===== src/core/ecic_consts.vh =====
/*
  Constants of the encoder and control input checker: operating selection codes,
  input configuration codes, splitter latency and offset codes.
  Assumes a 20 MHz clock; included by the checker and its splitter stage.
*/
`ifndef ECIC_CONSTS_VH
`define ECIC_CONSTS_VH

// ----------------------------------------------------------------------------
// operating selection
// ----------------------------------------------------------------------------
`define ECIC_MODE_W          4
`define ECIC_MODE_SC0        4'h0
`define ECIC_MODE_SC1        4'h1
`define ECIC_MODE_SC2        4'h2
`define ECIC_MODE_SC6        4'h6
`define ECIC_MODE_DIFF7      4'h7
`define ECIC_MODE_DIFF8      4'h8
`define ECIC_MODE_DIFF9      4'h9

// ----------------------------------------------------------------------------
// control input strip configuration
// ----------------------------------------------------------------------------
`define ECIC_CFG_W           3
`define ECIC_CFG_QUAD        3'h0
`define ECIC_CFG_SINGLE_CH   3'h1
`define ECIC_CFG_INVERSE     3'h2
`define ECIC_CFG_HOMOG       3'h3
`define ECIC_CFG_SINGLES     3'h4
`define ECIC_CFG_MIXED       3'h5

// ----------------------------------------------------------------------------
// splitter timing and offset
// ----------------------------------------------------------------------------
`define ECIC_CLK_NS          50
`define ECIC_SPLIT_DELAY_NS  200
`define ECIC_SPLIT_CYC       (`ECIC_SPLIT_DELAY_NS / `ECIC_CLK_NS)
`define ECIC_SC_W            12
`define ECIC_OFS_NORMAL      12'h800
`define ECIC_OFS_FAULT       12'h200

`endif


===== src/core/ecic_splitter.v =====
/*
  Sine-cosine splitter stage: delays the first sine-cosine input words by a
  fixed pipeline and replaces the output offset when an error is present.
  Assumes input words are already synchronous to clk.
*/
`timescale 1ns/10ps
`include "ecic_consts.vh"

module ecic_splitter
(
  // clock and reset
  input  wire                   clk,
  input  wire                   sys_rst,
  // control
  input  wire                   enable,
  input  wire                   fault,
  // sample in, centred on zero
  input  wire [`ECIC_SC_W-1:0]  sin_in,
  input  wire [`ECIC_SC_W-1:0]  cos_in,
  // sample out with offset
  output reg  [`ECIC_SC_W-1:0]  sin_out,
  output reg  [`ECIC_SC_W-1:0]  cos_out
);

  localparam DEPTH = `ECIC_SPLIT_CYC - 1;

  reg [`ECIC_SC_W-1:0] sin_pipe [0:DEPTH-1];
  reg [`ECIC_SC_W-1:0] cos_pipe [0:DEPTH-1];
  integer i;

  // offset chosen per error state
  function [`ECIC_SC_W-1:0] add_ofs;
    input [`ECIC_SC_W-1:0] s;
    input                  f;
    begin
      add_ofs = s + (f ? `ECIC_OFS_FAULT : `ECIC_OFS_NORMAL);
    end
  endfunction

  // delay line, last stage adds the offset
  always @(posedge clk)
  begin
    if (sys_rst)
    begin
      for (i = 0; i < DEPTH; i = i + 1)
      begin
        sin_pipe[i] <= 12'h000;
        cos_pipe[i] <= 12'h000;
      end
      sin_out <= `ECIC_OFS_NORMAL;
      cos_out <= `ECIC_OFS_NORMAL;
    end
    else
    begin
      sin_pipe[0] <= enable ? sin_in : 12'h000;
      cos_pipe[0] <= enable ? cos_in : 12'h000;
      for (i = 1; i < DEPTH; i = i + 1)
      begin
        sin_pipe[i] <= sin_pipe[i-1];
        cos_pipe[i] <= cos_pipe[i-1];
      end
      sin_out <= add_ofs(sin_pipe[DEPTH-1], fault);
      cos_out <= add_ofs(cos_pipe[DEPTH-1], fault);
    end
  end

endmodule // ecic_splitter


===== config.mk =====
export PLATFORM = sky130hd
export DESIGN_NAME = ecic_splitter
export DESIGN_NICKNAME = d
export VERILOG_FILES = /design/src/core/ecic_splitter.v
export VERILOG_INCLUDE_DIRS = /design/src /design/src/core
export SDC_FILE = /design/constraint.sdc
export NUM_CORES = 1
export LEC_CHECK = 0
export BUFFER_PORTS_ARGS = -buffer_cell sky130_fd_sc_hd__buf_2
export CORE_ASPECT_RATIO = 1.75
export CORE_MARGIN = 1.5
export CORE_UTILIZATION = 53
export DETAILED_ROUTE_END_ITERATION = 16
export PLACE_DENSITY = 0.79
export SLEW_MARGIN = 30
export SYNTH_ARGS = -nofsm -noshare
export SYNTH_HDL_FRONTEND = slang
export SYNTH_SLANG_ARGS = --single-unit

===== constraint.sdc =====
create_clock -name clk -period 1.5 [get_ports clk]
set_input_delay 0.15 -clock clk [delete_from_list [all_inputs] [get_ports clk]]
set_output_delay 0.15 -clock clk [all_outputs]
set_load 0.02 [all_outputs]

==> flow_summary_export.csv, run 1 <==
group,metric,value,unit
clock_tree,cts_tree,"done",
worst_setup_path,cp.arrival,1.37,ns
clock_tree,clk_pin_slew_worst_paths,0.08,ns
die,die_x,57.0,um
synthesis,post_synth_num_cell_types,11,
pwr,power,4.65,mW
sta,finClkSkew,0.00475,ns
sta,fin_crit,1.14,ns
global_route,grt.total_usage,0.117,
sta,slew_headroom,0.765,
worst_setup_path,required,1.73,ns
synthesis,syn-instance-count,209,
die,dieArea,5560,um2
worst_hold_path,hold_depth,2,
worst_setup_path,end_kind,"flip-flop",
worst_setup_path,crit_type,"flip-flop to flip-flop",
worst_setup_path,cp_cell_sequence,"ha_1, ha_1, xnor3_1, or2_1",
die,io_pins,52,
sta,worst_pin_slew,0.351,ns
worst_setup_path,reg2regPathDepth,4,
global_route,grt_pass1_wl,4.68,mm
clock_tree,root_buffer,"clkbuf_8",
drt,vias,1406,
clock_tree,cts-buffers-inserted,9,
cells_and_area,multi_input_area,741,um2
placement,placed_area,3010,um2
global_route,grt_max_degree,39,
cells_and_area,fin_nets,316,
status,status,"completed",
synthesis,syn_nets,241,
cells_and_area,syn_to_final_growth,27.3,%
worst_hold_path,min-delay-start,"cos_in[6]",
pwr,clkPwrFrac,0.392,
sta,fin_crit_sh,0.760,
cells_and_area,nFillCells,364,
pwr,power.density,1350,nW/um2
worst_hold_path,min_path_type,"input pin to flip-flop",
worst_setup_path,reg2reg_slack,0.36,ns
worst_setup_path,cp_slowest_cell,"dfxtp_1",
worst_setup_path,critPathLaunchType,"flip-flop",
die,dieHeight,97.5,um
worst_setup_path,r2r_end,"sin_out[11]$_SDFF_PP1_",
worst_setup_path,max_stage_delay,0.30,ns
drt,drt_iter0_markers,5,
drt,firstDrtPassIters,4,
worst_setup_path,crit_family,"adder cells",
pwr,p_int,3.82,mW
worst_setup_path,cp_max_fo,1,
worst_setup_path,path_buf_inv,0,
cells_and_area,design_area,3450,um2
global_route,antenna_found_initial,0,
pwr,p_sw,0.827,mW
pwr,power.share.switching,0.178,
synthesis,synth_warnings,0,
worst_setup_path,cp_common_cell,"ha_1",
placement,place_congestion,0.589,
synthesis,syn_area,2710,um2
cells_and_area,regArea,1920,um2
clock_tree,cts_resized,0,
synthesis,avgSynthCellArea,12.9,um2
pwr,power_frac_comb,0.044,
sta,rsz0062_at_grt,"false",
synthesis,synth_top_area_cell,"dfxtp_1",
worst_setup_path,r2r_start,"sin_pipe[0][33]$_SDFF_PP0_",
sta,fin_tns_setup,0,ns
synthesis,synth-seq-cells,96,
drt,via_per_inst,4.12,
global_route,grt_pass1_vias,1179,
synthesis,synth.area.top_cells,"dfxtp_1 71%, nor2b_1 10%, and2b_1 6.9%, and2_1 5.5%, ha_1 1.8%",
die,rows,34,
cells_and_area,antennaDiodeCount,0,
drt,antenna_left,0,
pwr,p_leak,1.63,nW
clock_tree,cts_sinks,96,
clock_tree,clockBufferDepth,2,
sta,drv_slew,0,
sta,fmax,877,MHz
placement,io_buffer_count,51,
cells_and_area,layout-drive-gt1-share,0.233,
global_route,overflow,0,
drt,drcViolationCount,0,
die,coreArea,4930,um2
clock_tree,clk_latency,0.34,ns
sta,setup_violations,0,
pwr,seq_power_share,0.564,
job,max-cap-violations,0,
die,start_util,0.548,
synthesis,seq_area_frac_synth,0.710,
drt,routed_wl,2.87,mm
sta,hold_viol,0,
drt,wl_per_cell,8.42,um
synthesis,yosysTopAreaCellShare,0.710,
pwr,irDropWorstVdd,1.27,mV
clock_tree,htree_num_levels,3,
worst_hold_path,worstHoldEndpoint,"cos_pipe[0][6]$_SDFF_PP0_",
## cells in the mapped netlist
cell and instances:
and2b_1 25, clkbuf_2 2, nor2b_4 1, and2_1 24, dfxtp_1 96, ha_1 4
nor2b_1 45, clkbuf_1 7, or2_1 2, buf_4 1, xnor3_1 2
## routing by layer
layer  up-vias  wire, um  track usage  share of wire
li1        777         -            -              -
met1       579      1160        0.104           0.41
met2        42      1420        0.186           0.50
met3         8       180       0.0559          0.063
met4         0       103        0.107          0.036
met5         -         0            0              0
## how the worst max path moves through the flow
stage / from / endpoint / slack [ns] / depth (start not counted)
finish: sin_pipe[0][33]$_SDFF_PP0_ / sin_out[11]$_SDFF_PP1_ / 0.36 / 4
global route: sin_pipe[0][33]$_SDFF_PP0_ / sin_out[11]$_SDFF_PP1_ / 0.30 / 4
CTS: sin_pipe[0][33]$_SDFF_PP0_ / sin_out[11]$_SDFF_PP1_ / 0.35 / 4
detailed placement: fault / sin_out[11]$_SDFF_PP1_ / 0.33 / 5
global placement: fault / sin_out[11]$_SDFF_PP1_ / 0.36 / 5
floorplan: cos_pipe[0][33]$_SDFF_PP0_ / cos_out[11]$_SDFF_PP1_ / 0.41 / 4
## cells in the final DEF, fill, tap and decap left out
| master | netlist | final |
|---|---|---|
| nor2b_4 | 1 | 1 |
| nor2b_1 | 45 | 45 |
| ha_1 | 4 | 4 |
| dlygate4sd3_1 | 0 | 21 |
| or2_1 | 2 | 2 |
| buf_4 | 1 | 1 |
| dfxtp_1 | 96 | 96 |
| clkinv_2 | 0 | 1 |
| buf_12 | 0 | 1 |
| and2b_1 | 25 | 25 |
| and2_1 | 24 | 24 |
| bufinv_16 | 0 | 3 |
| xnor3_1 | 2 | 2 |
| clkbuf_8 | 0 | 9 |
| clkbuf_1 | 7 | 1 |
| buf_2 | 0 | 51 |
## logic make-up (layout without fill, tap and decap cells)
group | after synthesis | after routing | share of synthesized area
XOR/XNOR | 2 | 2 | 0.0166
adder cells (fa/ha/maj) | 4 | 4 | 0.0185
buffers and inverters | 10 | 88 | 0.0162
flip-flops | 96 | 96 | 0.710
AND/OR/NAND/NOR | 97 | 97 | 0.239
## state kept, by name (all words and copies together), names as in the netlist
register and cells:
cos_pipe 36, sin_out 12, sin_pipe 36, cos_out 12
## per-stage QoR
stage | util | hold WS, ns | worst slack (ns) | cells
floorplan | - | 0.272 | 0.409 | 209
global placement | 0.611 | 0.351 | 0.363 | 306
detailed placement | 0.611 | 0.352 | 0.329 | 306
CTS | 0.698 | 0.00133 | 0.352 | 341
global route | 0.698 | 0.000209 | 0.300 | 341
finish | 0.698 | 0.0104 | 0.360 | 341
## what timing repair did
item,4_1_cts,5_1_grt
buffers inserted,0,0
hold buffers,21,0
hold endpoints to repair,21,0
setup endpoints to repair,0,0
## area by class of cell
| type | instances | share of cell area |
|---|---|---|
| clock buffer | 10 | 0.0370 |
| clock inverter | 4 | 0.0276 |
| sequential | 96 | 0.558 |
| multi-input combinational | 103 | 0.215 |
| tap | 54 | 0.0196 |
| timing repair buffer | 74 | 0.143 |
## power by group through the flow
| stage | Combinational [mW] | Clock [mW] | Sequential (mW) |
|---|---|---|---|
| after floorplan | 0.0907 | 0 | 2.70 |
| after global placement | 0.160 | 0 | 2.68 |
| after detailed placement | 0.164 | 0 | 2.68 |
| after CTS | 0.205 | 1.88 | 2.62 |
| after global routing | 0.225 | 1.98 | 2.63 |
| final | 0.203 | 1.82 | 2.62 |
Note: power is estimated with default switching activity, not from simulation.
==> run 2: changes to the inputs <==
- ABC_AREA: default -> 1
- PLACE_DENSITY: 0.79 -> 0.78
- clock period: 1.5 -> 1.1 ns (I/O delays scaled with it)
==> flow_summary_export.csv, run 2 <==
group,metric,value,unit
synthesis,seq_area_frac_synth,0.665,
sta,finClkSkew,0.00665,ns
worst_hold_path,worstHoldEndpoint,"cos_out[11]$_SDFF_PP1_",
worst_setup_path,cp_max_fo,2,
pwr,p_leak,1.75,nW
pwr,p_sw,1.25,mW
clock_tree,htree_num_levels,3,
cells_and_area,fin_nets,428,
die,coreArea,5260,um2
worst_setup_path,r2r_end,"sin_out[11]$_SDFF_PP1_",
global_route,grt_pass1_vias,1582,
synthesis,synth_top_area_cell,"dfxtp_1",
synthesis,syn-instance-count,317,
sta,fin_tns_setup,0,ns
worst_setup_path,crit_type,"flip-flop to flip-flop",
sta,setup_ws,0.142,ns
worst_setup_path,cp.arrival,1.24,ns
drt,wl_per_cell,7.54,um
sta,drv_slew,0,
die,dieHeight,101,um
synthesis,synth_common_cells,"97 x inv_1, 96 x dfxtp_1, 74 x nor2_1",
global_route,antenna_found_initial,0,
worst_setup_path,r2r_start,"sin_pipe[0][33]$_SDFF_PP0_",
synthesis,yosysMostFrequentCell,"inv_1",
synthesis,syn_area,2890,um2
global_route,grt_pass1_wl,5.96,mm
synthesis,avgSynthCellArea,9.12,um2
sta,fmax,1040,MHz
synthesis,synth.area.top_cells,"dfxtp_1 66%, inv_1 13%, nor2_1 9.6%, nor2_2 4.3%, ha_1 1.7%",
clock_tree,clk_latency,0.34,ns
drt,via_per_inst,3.93,
cells_and_area,top_regs,"cos_pipe: 36 flops, sin_pipe: 36 flops",
cells_and_area,syn_to_final_growth,27.2,%
synthesis,ys.flop_type,"dfxtp_1",
synthesis,syn_nets,349,
cells_and_area,design_area,3680,um2
worst_setup_path,required,1.38,ns
global_route,overflow,0,
sta,fin_crit,0.958,ns
worst_setup_path,reg2regPathDepth,4,
placement,place_congestion,0.702,
clock_tree,clockBufferDepth,2,
pwr,power.density,1840,nW/um2
die,dieArea,5920,um2
placement,pre_cts_slack,0.156,ns
worst_hold_path,min-delay-start,"sys_rst",
drt,routed_wl,3.44,mm
synthesis,async_reset_ff_frac,0,
cells_and_area,nFillCells,418,
clock_tree,cts_tree,"done",
drt,drt_iter0_markers,34,
sta,rsz0062_at_grt,"false",
pwr,power.share.switching,0.185,
clock_tree,clk_pin_slew_worst_paths,0.08,ns
clock_tree,cts_sinks,96,
cells_and_area,fin_util,0.700,
cells_and_area,layout-drive-gt1-share,0.227,
die,io_pins,52,
worst_setup_path,critPathLaunchType,"flip-flop",
synthesis,post_synth_num_cell_types,12,
worst_setup_path,end_kind,"flip-flop",
synthesis,synth_warnings,0,
drt,drcViolationCount,0,
global_route,grt_max_degree,36,
sta,fin_crit_sh,0.871,
sta,slew_headroom,0.764,
drt,firstDrtPassIters,2,
pwr,p_int,5.52,mW
cells_and_area,antennaDiodeCount,0,
clock_tree,root_buffer,"clkbuf_8",
clock_tree,cts-buffers-inserted,9,
pwr,irDropWorstVdd,0.963,mV
pwr,power_frac_comb,0.048,
synthesis,yosysTopAreaCellShare,0.665,
cells_and_area,final_cell_mix,"97 x inv_1, 96 x dfxtp_1, 74 x nor2_1",
cells_and_area,final_common_cell,"inv_1",
sta,worst_pin_slew,0.353,ns
worst_setup_path,reg2reg_slack,0.14,ns
status,status,"completed",
die,rows,35,
clock_tree,cts_resized,0,
placement,dpl.hpwl,2.22,mm
placement,placed_area,3170,um2
drt,vias,1790,
worst_hold_path,min_path_type,"input pin to flip-flop",
sta,hold_viol,0,
placement,io_buffer_count,51,
synthesis,synth-seq-cells,96,
synthesis,synth_edf_count,0,
global_route,grt.total_usage,0.135,
die,start_util,0.550,
sta,setup_violations,0,
drt,antenna_left,0,
pwr,clkPwrFrac,0.423,
pwr,seq_power_share,0.529,
worst_hold_path,hold_depth,3,
die,die_x,58.8,um
job,max-cap-violations,0,
-- run 2: changes by cell type in the layout (fill, tap and decap cells not counted), moves of 2 or more --
| cell | delta |
|---|---|
| nand2_1 | +8 |
| and2_1 | -24 |
| nor2b_1 | -45 |
| and2b_1 | -25 |
| dlygate4sd3_1 | +3 |
| xnor3_1 | -2 |
| nand3_1 | +4 |
| buf_4 | +2 |
| nand3b_1 | +2 |
| inv_1 | +97 |
| nor2_1 | +74 |
| nor2_2 | +20 |
| or2_1 | -2 |
-- run 2: what timing repair did --
action	CTS	global route
hold endpoints to repair	24	0
setup buffers	0	0
hold buffers	24	0
-- run 2: cell type report --
type	instances	area (um2)	share of cell area
inverters	98	370	0.101
clock buffers	11	141	0.0384
clock inverters	5	128	0.0347
repair buffers	78	518	0.141
multi-input cells	113	529	0.144
flip-flops and latches	96	1920	0.523
well taps	55	68.8	0.0187
-- run 2: cells by family after synthesis --
group	Yosys count	synth area share
and+or+nand+nor	109	0.166
buffers and inverters	108	0.152
DFF	96	0.665
adders and majority gates	4	0.0173
-- run 2: power groups by stage --
stage	registers, mW	clock network [mW]	logic, mW
floorplan	3.68	0	0.163
CTS	3.58	2.93	0.327
global route	3.59	3.08	0.367
global placement	3.66	0	0.254
finish	3.58	2.86	0.324
detailed placement	3.66	0	0.262
-- run 2: worst max-delay path by stage --
stage,to,start,depth (start not counted),slack [ns]
floorplan,cos_out[10]$_SDFF_PP0_,cos_pipe[0][33]$_SDFF_PP0_,4,0.21
global placement,sin_out[10]$_SDFF_PP0_,fault,5,0.19
detailed placement,sin_out[11]$_SDFF_PP1_,fault,5,0.16
CTS,cos_out[5],cos_out[5]$_SDFF_PP0_,1,0.14
global route,sin_out[11]$_SDFF_PP1_,sin_pipe[0][33]$_SDFF_PP0_,4,0.1
finish,sin_out[11]$_SDFF_PP1_,sin_pipe[0][33]$_SDFF_PP0_,4,0.14
-- run 2: layer usage --
metal  track usage  up-vias  wire length (um)
met5             0        -                 0
met4        0.0944        0               106
met3        0.0424        9               149
met2         0.236       42              1710
met1         0.128      722              1470
li1              -     1017                 -
-- run 2: critical path, stage by stage, from the launching register on --
cell and delay [ns]:
dfxtp_1 0.31, ha_1 0.17, ha_1 0.19, nand3b_1 0.16, nand3_1 0.08
-- run 2: per-stage QoR --
stage / power (mW) / cells / hold slack, ns
finish: 6.77 / 456 / 0.0678
CTS: 6.83 / 456 / 0.0579
floorplan: 3.85 / 317 / 0.222
global placement: 3.92 / 416 / 0.331
detailed placement: 3.93 / 416 / 0.330
global route: 7.03 / 456 / 0.0709
==> run 3: changes to the inputs <==
- CORE_UTILIZATION: 53 -> 48
- PLACE_DENSITY: 0.78 -> 0.75
- clock period: 1.1 -> 0.8 ns (I/O delays scaled with it)
==> flow_summary_export.csv, run 3 (synthesis results as in run 2) <==
group,metric,value,unit
drt,routed_wl,3.75,mm
cells_and_area,syn_to_final_growth,36.0,%
clock_tree,clockBufferDepth,2,
worst_setup_path,r2r_end,"cos_out[11]$_SDFF_PP1_",
cells_and_area,nFillCells,493,
worst_setup_path,cp-endpoint,"cos_out[11]$_SDFF_PP1_",
job,max-cap-violations,0,
cells_and_area,antennaDiodeCount,0,
pwr,p_sw,1.69,mW
sta,slew_headroom,0.870,
cells_and_area,final_cell_mix,"95 x inv_1, 74 x nor2_1, 71 x dfxtp_1",
drt,drt_iter0_markers,29,
global_route,grt_pass1_vias,1672,
cells_and_area,fin_nets,429,
cells_and_area,design_area,3930,um2
sta,setup_violations,28,
sta,finClkSkew,0.00437,ns
global_route,antenna_found_initial,0,
clock_tree,clk_pin_slew_worst_paths,0.08,ns
die,dieHeight,106,um
die,io_pins,52,
clock_tree,cts_setup_buffers,0,
clock_tree,htree_num_levels,3,
sta,hold_viol,0,
drt,firstDrtPassIters,4,
clock_tree,cts_sinks,96,
pwr,power.share.switching,0.196,
die,die_x,61.7,um
sta,fin_crit,0.908,ns
worst_setup_path,reg2regPathDepth,4,
pwr,clkPwrFrac,0.370,
status,status,"finished, violations left",
global_route,grt_pass1_wl,6.38,mm
clock_tree,cts_tree,"done",
pwr,power.density,2200,nW/um2
die,dieArea,6510,um2
worst_setup_path,reg2reg_slack,-0.11,ns
global_route,grt.total_usage,0.134,
drt,wl_per_cell,7.81,um
pwr,power,8.64,mW
worst_setup_path,critPathLaunchType,"flip-flop",
placement,dpl.hpwl,2.30,mm
cells_and_area,top_regs,"cos_pipe: 36 flops, sin_pipe: 36 flops",
global_route,grt_max_degree,50,
pwr,p_int,6.95,mW
drt,via_per_inst,3.85,
die,coreArea,5830,um2
clock_tree,clk_latency,0.34,ns
pwr,irDropWorstVdd,1.66,mV
drt,drcViolationCount,0,
worst_setup_path,end_kind,"flip-flop",
worst_setup_path,crit_type,"flip-flop to flip-flop",
pwr,p_leak,1.78,nW
sta,drv_slew,0,
worst_setup_path,cp_max_fo,2,
placement,place_congestion,0.681,
cells_and_area,layout-drive-gt1-share,0.306,
worst_hold_path,min_path_type,"input pin to flip-flop",
placement,placed_area,3270,um2
pwr,seq_power_share,0.571,
placement,dp_cells,440,
cells_and_area,final_common_cell,"inv_1",
worst_setup_path,required,1.09,ns
drt,antenna_left,0,
sta,setup_ws,-0.108,ns
cells_and_area,final_cells,480,
sta,fin_crit_sh,1.13,
worst_hold_path,min-delay-start,"sys_rst",
worst_setup_path,cp.arrival,1.20,ns
sta,rsz0062_at_grt,"true",
clock_tree,root_buffer,"clkbuf_8",
global_route,overflow,0,
sta,worst_pin_slew,0.195,ns
drt,vias,1848,
status,violations,"negative setup slack",
worst_setup_path,r2r_start,"cos_pipe[0][33]$_SDFF_PP0_",
sta,fmax,1100,MHz
die,rows,37,
pwr,power_frac_comb,0.059,
clock_tree,cts-buffers-inserted,9,
worst_setup_path,critical_path.startpoint,"cos_pipe[0][33]$_SDFF_PP0_",
die,start_util,0.495,
placement,io_buffer_count,51,
==> run 3: critical path, stage by stage, from the launching register on <==
cell	delay [ns]
dfxtp_2	0.33
ha_4	0.16
ha_4	0.15
nand3b_1	0.15
nand3_1	0.07
==> run 3: per-layer routing <==
layer,up-vias,share of wire,GRT usage
li1,1020,-,-
met1,773,0.40,0.129
met2,43,0.53,0.223
met3,12,0.041,0.0491
met4,0,0.032,0.0912
met5,-,0,0
==> run 3: repair_timing <==
action                                 4_1_cts  5_1_grt
hold buffers                                24        0
resized for setup                           74        3
pin swaps                                    0        0
endpoints found under the hold margin       24        0
setup endpoints to repair                   28       29
==> run 3: final cells by class <==
class / instances / area [um2] / area share
clock buffer: 14 / 183 / 0.0465
clock inverter: 2 / 35.0 / 0.00891
inverter: 98 / 370 / 0.0942
multi-input combinational: 113 / 579 / 0.147
sequential: 96 / 1950 / 0.497
tap: 78 / 97.6 / 0.0248
timing repair buffer: 79 / 713 / 0.181
==> run 3: power by group through the flow <==
stage / Combinational, mW / Sequential [mW] / Clock [mW]
2_1_floorplan: 0.225 / 5.06 / 0
3_3_place_gp: 0.381 / 5.04 / 0
3_5_place_dp: 0.391 / 5.04 / 0
4_1_cts: 0.508 / 4.94 / 3.31
5_1_grt: 0.574 / 4.95 / 3.53
6_report: 0.510 / 4.94 / 3.20
==> run 3: worst min-delay path by stage <==
stage	to	slack, ns	cells past startpoint
4_1_cts	cos_out[11]$_SDFF_PP1_	0.05	3
3_3_place_gp	cos_pipe[0][5]$_SDFF_PP0_	0.30	3
3_5_place_dp	sin_pipe[0][0]$_SDFF_PP0_	0.30	3
5_1_grt	sin_out[11]$_SDFF_PP1_	0.05	3
2_1_floorplan	cos_pipe[0][11]$_SDFF_PP0_	0.19	2
6_report	cos_out[11]$_SDFF_PP1_	0.06	3
==> run 3: through the flow <==
| step | setup TNS, ns | util | setup slack (ns) | hold slack, ns |
|---|---|---|---|---|
| 6_report | -1.80 | 0.674 | -0.108 | 0.0627 |
| 5_1_grt | -2.95 | 0.674 | -0.162 | 0.0499 |
| 4_1_cts | -2.38 | 0.672 | -0.110 | 0.0494 |
| 3_5_place_dp | -0.322 | 0.561 | -0.0918 | 0.300 |
| 3_3_place_gp | -0.217 | 0.561 | -0.0553 | 0.303 |
| 2_1_floorplan | -0.196 | - | -0.0507 | 0.192 |
